[src/design/wwd_pkg.sv]
// Package of constants and types for the windowed watchdog timer
// Summary of operation
// RULE_01: Unserviced overflow raises timeout, NMI, enters prewarning
// RULE_02: Prewarning lasts 0x30 counts, then system reset
// RULE_03: Service inside window: prewarning, no NMI
// RULE_04: Window spans zero to boundary byte times 256
// RULE_05: Valid service loads counter with reload times 256
// RULE_06: Counter clock is pclk divided by 2 or 128
// RULE_07: Reload byte supplies only the counter high byte
// RULE_08: Period follows prescale and reload formula, 16 bits
// RULE_09: Window boundary above reload shortens the period
// RULE_10: Software keeps boundary byte not below reload byte
// RULE_11: NMI delivered only while its enable is set
// RULE_12: Reset clears all; service cannot cancel prewarning
// RULE_13: Writable enable switches window checking on or off
package wwd_pkg;
  // Register word offsets (byte addresses)
  localparam logic [4:0] WWD_CTRL_OFS = 5'h00;
  localparam logic [4:0] WWD_RELOAD_OFS = 5'h04;
  localparam logic [4:0] WWD_WINDOW_OFS = 5'h08;
  localparam logic [4:0] WWD_SERVICE_OFS = 5'h0c;
  localparam logic [4:0] WWD_COUNT_OFS = 5'h10;
  // Control fields
  localparam int WWD_CTRL_PRESC_BIT = 0;
  localparam int WWD_CTRL_WINEN_BIT = 1;
  localparam int WWD_CTRL_NMIEN_BIT = 2;
  localparam int WWD_CTRL_RUN_BIT = 3;
  // Status and mask fields
  localparam int WWD_ST_TIMEOUT_BIT = 0;
  localparam int WWD_ST_INVALID_BIT = 1;
  localparam int WWD_ST_RESET_BIT = 2;
  // Service key written to the service register
  localparam logic [7:0] WWD_SERVICE_KEY = 8'ha5;
  // Prescaler ratios and prewarning length
  localparam int WWD_DIV_FAST = 2;
  localparam int WWD_DIV_SLOW = 128;
  localparam logic [7:0] WWD_PREWARN_COUNTS = 8'h30;
  localparam logic [15:0] WWD_COUNT_RESET = 16'h0000;
  // Watchdog phases
  typedef enum logic [2:0] {
    WWD_RUN = 3'b001,
    WWD_PREWARN = 3'b010,
    WWD_RESET = 3'b100
  } wwd_state_t;
endpackage : wwd_pkg

[src/design/wwd_prescaler.sv]
// Counter tick prescaler, divide by 2 or by 128
`timescale 1ns/10ps
module wwd_prescaler
  import wwd_pkg::*;
(
  // Clock and reset
  input wire logic clk_i,
  input wire logic rst_i,
  // Control
  input wire logic clear_i,
  input wire logic slow_i,
  // Tick out
  output logic tick_o
);
  logic [6:0] div_q;

  // Free divider; clear restarts the phase after service
  always_ff @(posedge clk_i)
  begin
    if (rst_i || clear_i)
      div_q <= 7'h00;
    else
      div_q <= div_q + 7'h01;
  end

  // Tick on last phase of the chosen ratio
  assign tick_o = slow_i ? (div_q == 7'(WWD_DIV_SLOW - 1)) : div_q[0]; // RULE_06
endmodule : wwd_prescaler

[src/design/wwd_top.sv]
// Windowed watchdog timer with Wishbone register access
//
// The Wishbone interface to the registers and the register addresses were left to the implementer.
`timescale 1ns/10ps
module wwd_top
  import wwd_pkg::*;
(
  // Clock and reset
  input wire logic clk_i,
  input wire logic rst_i,
  // Wishbone slave
  input wire logic wb_cyc_i,
  input wire logic wb_stb_i,
  input wire logic wb_we_i,
  input wire logic [4:0] wb_adr_i,
  input wire logic [3:0] wb_sel_i,
  input wire logic [31:0] wb_dat_i,
  output logic [31:0] wb_dat_o,
  output logic wb_ack_o,
  // Watchdog outputs
  output logic wdog_timeout_flag_o,
  output logic wdog_nmi_o,
  output logic wdog_system_reset_o,
  output logic irq_o
);
  logic ack_q;
  logic [31:0] rdata_q;
  logic [3:0] ctrl_q;
  logic [7:0] reload_high_byte_q;
  logic [7:0] refresh_window_byte_q;
  logic [2:0] status_q;
  logic [2:0] mask_q;
  logic [15:0] count_q;
  logic [7:0] warn_q;
  wwd_state_t state_q;
  logic wdog_timeout_flag_q;
  logic tick;
  logic acc;
  logic wr;
  logic service;
  logic in_window;
  logic overflow;
  logic ev_timeout;
  logic ev_invalid;
  logic ev_reset;
  logic [2:0] events;

  localparam logic [4:0] WWD_STATUS_OFS = 5'h14;
  localparam logic [4:0] WWD_MASK_OFS = 5'h18;

  // Bus strobes; one access per request
  assign acc = wb_cyc_i && wb_stb_i && !ack_q;
  assign wr = acc && wb_we_i && wb_sel_i[0];
  assign service = wr && (wb_adr_i == 5'(WWD_SERVICE_OFS)) && (wb_dat_i[7:0] == WWD_SERVICE_KEY);

  // Window check uses boundary byte as high byte, low byte zero
  assign in_window = ctrl_q[WWD_CTRL_WINEN_BIT] &&
                     (count_q <= {refresh_window_byte_q, 8'h00}); // RULE_04 RULE_13
  assign overflow = tick && (count_q == 16'hffff) && (state_q == WWD_RUN);
  assign ev_timeout = overflow; // RULE_01
  assign ev_invalid = service && in_window && (state_q == WWD_RUN); // RULE_03
  assign ev_reset = (state_q == WWD_PREWARN) && tick && (warn_q == WWD_PREWARN_COUNTS - 8'h01);
  assign events = {ev_reset, ev_invalid, ev_timeout};

  // Prescaler restarts on valid service so periods start clean
  wwd_prescaler u_presc (
    .clk_i(clk_i),
    .rst_i(rst_i),
    .clear_i(service && !in_window && state_q == WWD_RUN),
    .slow_i(ctrl_q[WWD_CTRL_PRESC_BIT]),
    .tick_o(tick)
  );

  // Wishbone acknowledge, one cycle after request
  always_ff @(posedge clk_i)
  begin
    if (rst_i)
      ack_q <= 1'b0;
    else
      ack_q <= wb_cyc_i && wb_stb_i && !ack_q;
  end
  assign wb_ack_o = ack_q;

  // Read data, unmapped reads as zero
  always_ff @(posedge clk_i)
  begin
    if (rst_i)
      rdata_q <= 32'h0;
    else if (acc)
      unique case (wb_adr_i)
        5'(WWD_CTRL_OFS): rdata_q <= {28'h0, ctrl_q};
        5'(WWD_RELOAD_OFS): rdata_q <= {24'h0, reload_high_byte_q};
        5'(WWD_WINDOW_OFS): rdata_q <= {24'h0, refresh_window_byte_q};
        5'(WWD_COUNT_OFS): rdata_q <= {16'h0, count_q};
        WWD_STATUS_OFS: rdata_q <= {29'h0, status_q};
        WWD_MASK_OFS: rdata_q <= {29'h0, mask_q};
        default: rdata_q <= 32'h0;
      endcase
  end
  assign wb_dat_o = rdata_q;

  // Configuration registers
  always_ff @(posedge clk_i)
  begin
    if (rst_i)
    begin
      ctrl_q <= 4'h0;
      reload_high_byte_q <= 8'h00;
      refresh_window_byte_q <= 8'h00;
      mask_q <= 3'h0;
    end
    else if (wr)
    begin
      if (wb_adr_i == 5'(WWD_CTRL_OFS))
        ctrl_q <= wb_dat_i[3:0]; // RULE_06 RULE_13
      if (wb_adr_i == 5'(WWD_RELOAD_OFS))
        reload_high_byte_q <= wb_dat_i[7:0]; // RULE_07
      if (wb_adr_i == 5'(WWD_WINDOW_OFS))
        refresh_window_byte_q <= wb_dat_i[7:0];
      if (wb_adr_i == WWD_MASK_OFS)
        mask_q <= wb_dat_i[2:0];
    end
  end

  // Sticky status, write one to clear; a new event wins
  always_ff @(posedge clk_i)
  begin
    if (rst_i)
      status_q <= 3'h0;
    else if (wr && wb_adr_i == WWD_STATUS_OFS)
      status_q <= (status_q & ~wb_dat_i[2:0]) | events;
    else
      status_q <= status_q | events;
  end
  assign irq_o = |(status_q & mask_q);

  // Watchdog counter; valid service reloads high byte
  always_ff @(posedge clk_i)
  begin
    if (rst_i)
      count_q <= WWD_COUNT_RESET; // RULE_12
    else if (state_q == WWD_RUN && service && !in_window)
      count_q <= {reload_high_byte_q, 8'h00}; // RULE_05 RULE_08 RULE_09
    else if (tick && ctrl_q[WWD_CTRL_RUN_BIT] && state_q == WWD_RUN)
      count_q <= count_q + 16'h0001; // RULE_08
  end

  // Phase machine; service in prewarning is ignored
  always_ff @(posedge clk_i)
  begin
    if (rst_i)
    begin
      state_q <= WWD_RUN; // RULE_12
      warn_q <= 8'h00;
    end
    else
      unique case (state_q)
        WWD_RUN:
        begin
          warn_q <= 8'h00;
          if (ctrl_q[WWD_CTRL_RUN_BIT] && (ev_timeout || ev_invalid))
            state_q <= WWD_PREWARN; // RULE_01 RULE_03
        end
        WWD_PREWARN:
        begin
          if (tick)
            warn_q <= warn_q + 8'h01;
          if (ev_reset)
            state_q <= WWD_RESET; // RULE_02 RULE_12
        end
        WWD_RESET:
          state_q <= WWD_RESET;
        default:
          state_q <= WWD_RUN;
      endcase
  end

  // Timeout flag only on overflow, not on invalid service
  always_ff @(posedge clk_i)
  begin
    if (rst_i)
      wdog_timeout_flag_q <= 1'b0;
    else if (ev_timeout && ctrl_q[WWD_CTRL_RUN_BIT])
      wdog_timeout_flag_q <= 1'b1; // RULE_01
  end
  assign wdog_timeout_flag_o = wdog_timeout_flag_q;
  // NMI gated by its own enable
  assign wdog_nmi_o = wdog_timeout_flag_q && ctrl_q[WWD_CTRL_NMIEN_BIT]; // RULE_11
  // Held until an external system reset clears it
  assign wdog_system_reset_o = (state_q == WWD_RESET); // RULE_02

  // Helper: cycles spent in prewarning
  logic [15:0] pw_cyc_q;
  always_ff @(posedge clk_i)
  begin
    if (rst_i || state_q != WWD_PREWARN)
      pw_cyc_q <= 16'h0;
    else
      pw_cyc_q <= pw_cyc_q + 16'h0001;
  end
endmodule : wwd_top

[config.mk]
export PLATFORM = sky130hd
export DESIGN_NAME = wwd_top
export DESIGN_NICKNAME = d
export VERILOG_FILES = /design/src/design/wwd_pkg.sv /design/src/design/wwd_prescaler.sv /design/src/design/wwd_top.sv
export SDC_FILE = /design/constraint.sdc
export NUM_CORES = 1
export LEC_CHECK = 0
export ABC_AREA = 1
export BUFFER_PORTS_ARGS = -buffer_cell sky130_fd_sc_hd__buf_2
export CORE_MARGIN = 3
export CORE_UTILIZATION = 55
export CTS_CLUSTER_SIZE = 8
export DETAILED_ROUTE_END_ITERATION = 8
export HOLD_SLACK_MARGIN = 0.12
export PLACE_DENSITY = 0.92
export SLEW_MARGIN = 20
export SYNTH_ARGS = -nofsm -noshare
export SYNTH_HDL_FRONTEND = slang
export SYNTH_SLANG_ARGS = --single-unit
[constraint.sdc]
create_clock -name clk_i -period 2.45 [get_ports clk_i]
set_clock_uncertainty 0.2 [all_clocks]
set_input_delay 0.49 -clock clk_i [delete_from_list [all_inputs] [get_ports clk_i]]
set_output_delay 0.49 -clock clk_i [all_outputs]
set_load 0.01 [all_outputs]
==> results of run 1 <==
tightest hold or removal path: cells and delay by family:
family / cells / cell delay [ns]
AO/OA/AOI/OAI: 1 / 0.11
buffers and inverters: 2 / 0.14
kinds of logic (layout without fill, tap and decap cells):
group / after synthesis / count (layout) / synth area share, %
compound gates: 129 / 129 / 17.3
xor+xnor: 9 / 9 / 1.91
other cells: 1 / 16 / 0.0910
simple gates: 239 / 239 / 27.7
buf+inv: 103 / 139 / 11.4
flops: 78 / 78 / 37.9
fa+ha+maj: 12 / 12 / 3.64
cell type report:
cell class	count	share of cell area, %
clock buffer	11	3.08
tap	96	2.62
inverter	73	5.97
timing repair buffer	51	6.49
clock inverter	4	1.04
multi-input combinational	405	46.8
sequential	78	34.0
sequential cells by signal (all words and copies together), names as in the netlist, 3 cells and up:
register               count
mask_q                     3
wb_dat_o                  16
u_presc.div_q              7
count_q                   16
refresh_window_byte_q      8
state_q                    3
warn_q                     8
reload_high_byte_q         8
status_q                   3
ctrl_q                     4
metal layers:
layer  vias up  share of wire (%)  GRT usage, %
met1      1806                 40          30.4
met5         -                  0             0
met3        24                9.4          5.52
li1       1949                  -             -
met2       217                 48          40.5
met4         0                2.6          10.5
Yosys cell counts (3+ instances only):
master and number:
xnor2_1 3, o221ai_1 8, nand2_4 3, nor3b_1 5
a21oi_1 62, dfxtp_1 78, nor2_1 57, clkbuf_1 8
ha_1 12, nand3_2 4, nand3_1 30, and3_1 3
o21ai_0 47, xor2_1 6, inv_1 69, inv_2 3
nand4_1 10, nor2_4 3, nor3_1 10, nand2_1 99
buf_4 18, nor2_2 5
path summary, 6_finish.rpt:
kind / from / to / slack, ns / depth (start not counted)
hold reg to reg: wdog_timeout_flag_o / wdog_timeout_flag_o / 0.26 / 2
setup reg to reg: count_q[15] / count_q[15] / 0.08 / 10
hold / removal: wb_dat_i[6] / reload_high_byte_q[6] / 0.22 / 3
setup / recovery: count_q[15] / count_q[15] / 0.08 / 10
stage by stage:
step                      utilization [%]  setup WS (ns)  instances  instance area (um^2)
after CTS                            65.4          0.207        718                  4590
after global routing                 65.4         0.0216        718                  4590
after global placement               62.7          0.316        703                  4400
after detailed placement             62.7          0.223        703                  4400
final                                65.4         0.0813        718                  4590
after floorplan                         -          0.618        586                  4180
power groups by stage:
stage | Combinational, uW | Clock, uW | Sequential [uW]
2_1_floorplan | 123 | 0 | 1330
3_3_place_gp | 166 | 0 | 1320
3_5_place_dp | 173 | 0 | 1320
4_1_cts | 174 | 966 | 1290
5_1_grt | 195 | 1000 | 1300
6_report | 176 | 954 | 1290
==> impl_metrics.toml, run 1 <==
[clock_tree]
clk_latency_ns = 0.36
numClockSinks = 78
post_cts_buffers = 0
ctsLongestPathBuffers = 2
clkTransAtPathRegs_ns = 0.08
cts-root-buf = "clkbuf_8"
h-tree-depth = 3
hold_buffers = 0
post_cts_resized = 0
numCtsBuffers = 9
cts_tree = "built"

[routing]
vias = 3996
wirelength_mm = 10.3
wl_per_cell_um = 14.4
drt_iter0_drc = 360
first_pass_iters = 5
vias_per_cell = 5.57
ant_nets = 0
remaining_drc_errors = 0

[critical_path]
start_kind = "flip-flop"
max_stage_delay_ns = 0.45
crit_top_cell = "nand2_1"
cp_slowest_cell = "dfxtp_1"
critPathKind = "reg -> reg"
path_delay_family = "simple AND/OR/NAND/NOR gates"
required_ns = 2.50
critPathMaxFanout = 9
endpoint_kind = "flip-flop"
cp_data_arrival_time_ns = 2.42
cp_cell_sequence = "ha_1, a21o_1, nor2_1, nand2_1, nand2_1, nand2_2, nand2_1, nand3_1, nand2_1, inv_1"
cp_num_buf_inv = 1

[timing]
rsz0062_at_grt = "no"
holdWs_ns = 0.222
timing.slew.headroom_pct = 57.5
setup_viol = 0
maxSlewViolCount = 0
worst_pin_slew_ns = 0.636
clock.fmax_mhz = 422
post-route-min-period_ns = 2.37
tns_ns = 0
period_share_pct = 96.7
hold_viol = 0

[pwr]
total_leakage_power_uw = 0.00187
powerDensity_nw_per_um2 = 528
pwr-share-seq_pct = 53.4
ir_worst_vdd_v = 0.000440
power_switching_uw = 597
comb_power_share_pct = 7.3
intPower_uw = 1830
clockPowerShare_pct = 39.3
power_uw = 2420
power_switching_share_pct = 24.6

[logic_synthesis]
synthArstFlopShare_pct = 0
ys_top_cells_by_area = "dfxtp_1, nand2_1, a21oi_1"
synth_warnings = 0
yosysTopAreaCellShare_pct = 37.9
synth_area_leader_cell = "dfxtp_1"
synth_seq_cells = 78
ys_types = 42
ys_seq_area_share_pct = 37.9
synth_edf_count = 0
yosys_most_used_dff = "dfxtp_1"
synth_cells = 571
syn_area_per_cell_um2 = 7.22
syn_area_um2 = 4120

[grt]
gr-total-overflow = 0
grt_max_degree = 25
gr-usage-all-layers_pct = 24.4
antenna_found_initial = 0
grt_first_pass_wirelength_mm = 16.7
grt_pass1_vias = 3693

[final_layout]
final_common_cell = "nand2_1"
diodes = 0
syn_to_final_growth_pct = 11.3
drive_gt1_share_pct = 15.3
seqCellArea_um2 = 1560
fillCellCount = 606
layout_common_cells = "nand2_1, dfxtp_1, inv_1"
nets = 676
multi_input_area_um2 = 2150

[place]
numPortBuffers = 39
place_congestion = 0.960
hpwl_mm = 7.78

[floorplan]
die_x_um = 92.6
dieHeight_um = 92.6
placementRows = 30
ioPinCount = 83
dieArea_um2 = 8570
start_util_pct = 58.7
design.core.area_um2 = 7020

[worst_hold_path]
hp-class = "in -> reg"

[job]
maxCapViolCount = 0

[run_status]
status = "completed"
No activity file was read; power rests on OpenSTA's default activity.
==> run 2: changes to the inputs <==
--- a/config.mk
+++ b/config.mk
@@ -5,14 +5,13 @@
 export SDC_FILE = /design/constraint.sdc
 export NUM_CORES = 1
 export LEC_CHECK = 0
-export ABC_AREA = 1
 export BUFFER_PORTS_ARGS = -buffer_cell sky130_fd_sc_hd__buf_2
 export CORE_MARGIN = 3
-export CORE_UTILIZATION = 55
+export CORE_UTILIZATION = 50
 export CTS_CLUSTER_SIZE = 8
 export DETAILED_ROUTE_END_ITERATION = 8
 export HOLD_SLACK_MARGIN = 0.12
-export PLACE_DENSITY = 0.92
+export PLACE_DENSITY = 0.89
 export SLEW_MARGIN = 20
 export SYNTH_ARGS = -nofsm -noshare
 export SYNTH_HDL_FRONTEND = slang
==> constraint.sdc (replaced) <==
create_clock -name clk_i -period 2 [get_ports clk_i]
set_clock_uncertainty 0.2 [all_clocks]
set_input_delay 0.4 -clock clk_i [delete_from_list [all_inputs] [get_ports clk_i]]
set_output_delay 0.4 -clock clk_i [all_outputs]
set_load 0.01 [all_outputs]
==> run 2 against run 1 <==
  * The run now ends with setup timing left
  * First-iteration DRC count decreased by 6.7%
  * Combinational power grew 57%
  * Sequential share of layout area is 4.7 points lower
  * Area after synthesis fell by 2.7%
  * Largest power group unchanged
==> impl_metrics.toml, run 2 <==
[logic_synthesis]
ys_top_cells_by_area = "dfxtp_1, nor2_1, mux2i_1"
synth_warnings = 0
yosysTopAreaCellShare_pct = 38.9
ys_seq_area_share_pct = 38.9
syn_area_um2 = 4010
synth_edf_count = 0
synth_area_leader_cell = "dfxtp_1"
ys_types = 54
synth_top_cells_by_count = "dfxtp_1, nor2_1, nand2_1, a21oi_1, mux2i_1"
synthArstFlopShare_pct = 0
yosys_most_used_dff = "dfxtp_1"
synth_seq_cells = 78
synth_cells = 471
syn_area_per_cell_um2 = 8.51
synth.most_common_cell = "dfxtp_1"

[routing]
ant_nets = 0
remaining_drc_errors = 0
wl_per_cell_um = 18.3
vias = 4138
wirelength_mm = 12.8
drt_iter0_drc = 336
first_pass_iters = 8
vias_per_cell = 5.95

[timing]
period_share_pct = 118
hold_viol = 0
maxSlewViolCount = 0
fin_ws_ns = -0.354
tns_ns = -7.26
holdWs_ns = 0.135
post-route-min-period_ns = 2.35
rsz0062_at_grt = "yes"
setup_viol = 26
clock.fmax_mhz = 425

[critical_path]
path_delay_family = "compound AO/OA/AOI/OAI gates"
cp_data_arrival_time_ns = 2.44
critPathMaxFanout = 6
cp_num_buf_inv = 2
endpoint_kind = "flip-flop"
start_kind = "flip-flop"
critPathKind = "reg -> reg"
required_ns = 2.09
cp_cell_sequence = "inv_2, ha_4, nor2b_4, o211ai_1, a21oi_4, o311ai_4, buf_6, nor2_1, nor3_2"
max_stage_delay_ns = 0.49
cp_slowest_cell = "o311ai_4"

[clock_tree]
numClockSinks = 78
cts-root-buf = "clkbuf_8"
ctsLongestPathBuffers = 2
cts_tree = "built"
clk_latency_ns = 0.36
numCtsBuffers = 9
clkTransAtPathRegs_ns = 0.08
h-tree-depth = 3

[grt]
antenna_found_initial = 1
grt_first_pass_wirelength_mm = 19.3
gr-total-overflow = 0
use_met2_pct = 48.8
met3_usage_pct = 7.66
grt_pass1_vias = 4021
use_met1_pct = 30.8
grt_max_degree = 21
grt.busiest_layer = "met2"
gr-usage-all-layers_pct = 27.8

[pwr]
ir_worst_vdd_v = 0.000485
total_leakage_power_uw = 0.00212
powerDensity_nw_per_um2 = 625

[floorplan]
start_util_pct = 51.6
placementRows = 32
dieHeight_um = 95.6
die_x_um = 95.6
design.core.area_um2 = 7770
dieArea_um2 = 9130
ioPinCount = 83

[final_layout]
drive_gt1_share_pct = 35.9
multi_input_area_um2 = 2510
nets = 647
final_common_cell = "buf_4"
final_util_pct = 69.1
seqCellArea_um2 = 1570
layout_common_cells = "buf_4, dfxtp_1, nor2_1"
fillCellCount = 567
syn_to_final_growth_pct = 33.9

[run_status]
violations = "setup timing"
status = "finished with violations"

[worst_hold_path]
hp-class = "in -> reg"

[place]
place_congestion = 0.922
post-place-ws_ns = -0.481
hpwl_mm = 8.53
numPortBuffers = 39

[job]
maxCapViolCount = 0
-- run 2: cell types whose count changed in the layout (fill, tap and decap cells not counted), sizes merged, moves of 10 or more --
cell,delta
inv,-58
o21ai,-38
nand2,-69
buf,+73
nor3,+10
mux2i,+25
a22oi,+12
nand3,-13
nor2,+17
a21oi,-36
-- run 2: final timing paths --
| kind | start | to | slack (ns) | depth (start not counted) |
|---|---|---|---|---|
| worst min-delay path | wb_dat_i[4] | reload_high_byte_q[4] | 0.13 | 3 |
| worst max register to register | refresh_window_byte_q[1] | count_q[15] | -0.35 | 9 |
| worst min register to register | wb_dat_o[8] | wb_dat_o[8] | 0.26 | 2 |
| worst max-delay path | refresh_window_byte_q[1] | count_q[15] | -0.35 | 9 |
-- run 2: cells by family after synthesis --
logic type	synth area share (%)
simple gates	28.8
fa+ha+maj	3.74
xor+xnor	4.59
other cells	0.0935
buf+inv	6.36
compound gates	10.9
mux	6.52
flops	38.9
-- run 2: tightest hold or removal path: stages --
cell	delay (ns)
buf_2	0.12
mux2i_1	0.07
nor2_1	0.07
-- run 2: power breakdown --
part	leakage (uW)	internal [uW]	switching (uW)
sequential	0.000632	1560	7.37
clock	0.000129	925	588
combinational	0.00136	112	164
total	0.00212	2600	759
-- run 2: final cells by class --
cell class / instances / area share (%)
Inverter: 14 / 0.979
Antenna cell: 1 / 0.0466
Timing Repair Buffer: 125 / 15.8
Multi-Input combinational cell: 361 / 46.7
Clock inverter: 3 / 1.68
Clock buffer: 12 / 3.08
Tap cell: 102 / 2.38
Sequential cell: 78 / 29.3
-- run 2: repair_timing --
item                                   4_1_cts  5_1_grt
endpoints found under the hold margin        1        0
setup buffers                                2        4
hold buffers                                 1        0
setup endpoints to repair                   27       31
gates resized for setup                     27       34
pin swaps                                   16       28
gates cloned                                 0        1
-- run 2: metrics by stage --
step           cell area, um^2  std cells  total power, uW
2_1_floorplan             4080        486             1750
3_5_place_dp              4790        672             1840
3_3_place_gp              4790        672             1830
5_1_grt                   5370        696             3460
6_report                  5370        696             3360
4_1_cts                   5180        690             3330
-- run 2: layer usage --
layer  share of wire (%)  routed length (um)
met1                  36                4590
met2                  50                6430
met3                 8.8                1120
met4                 4.8                 611
met5                   0                   0
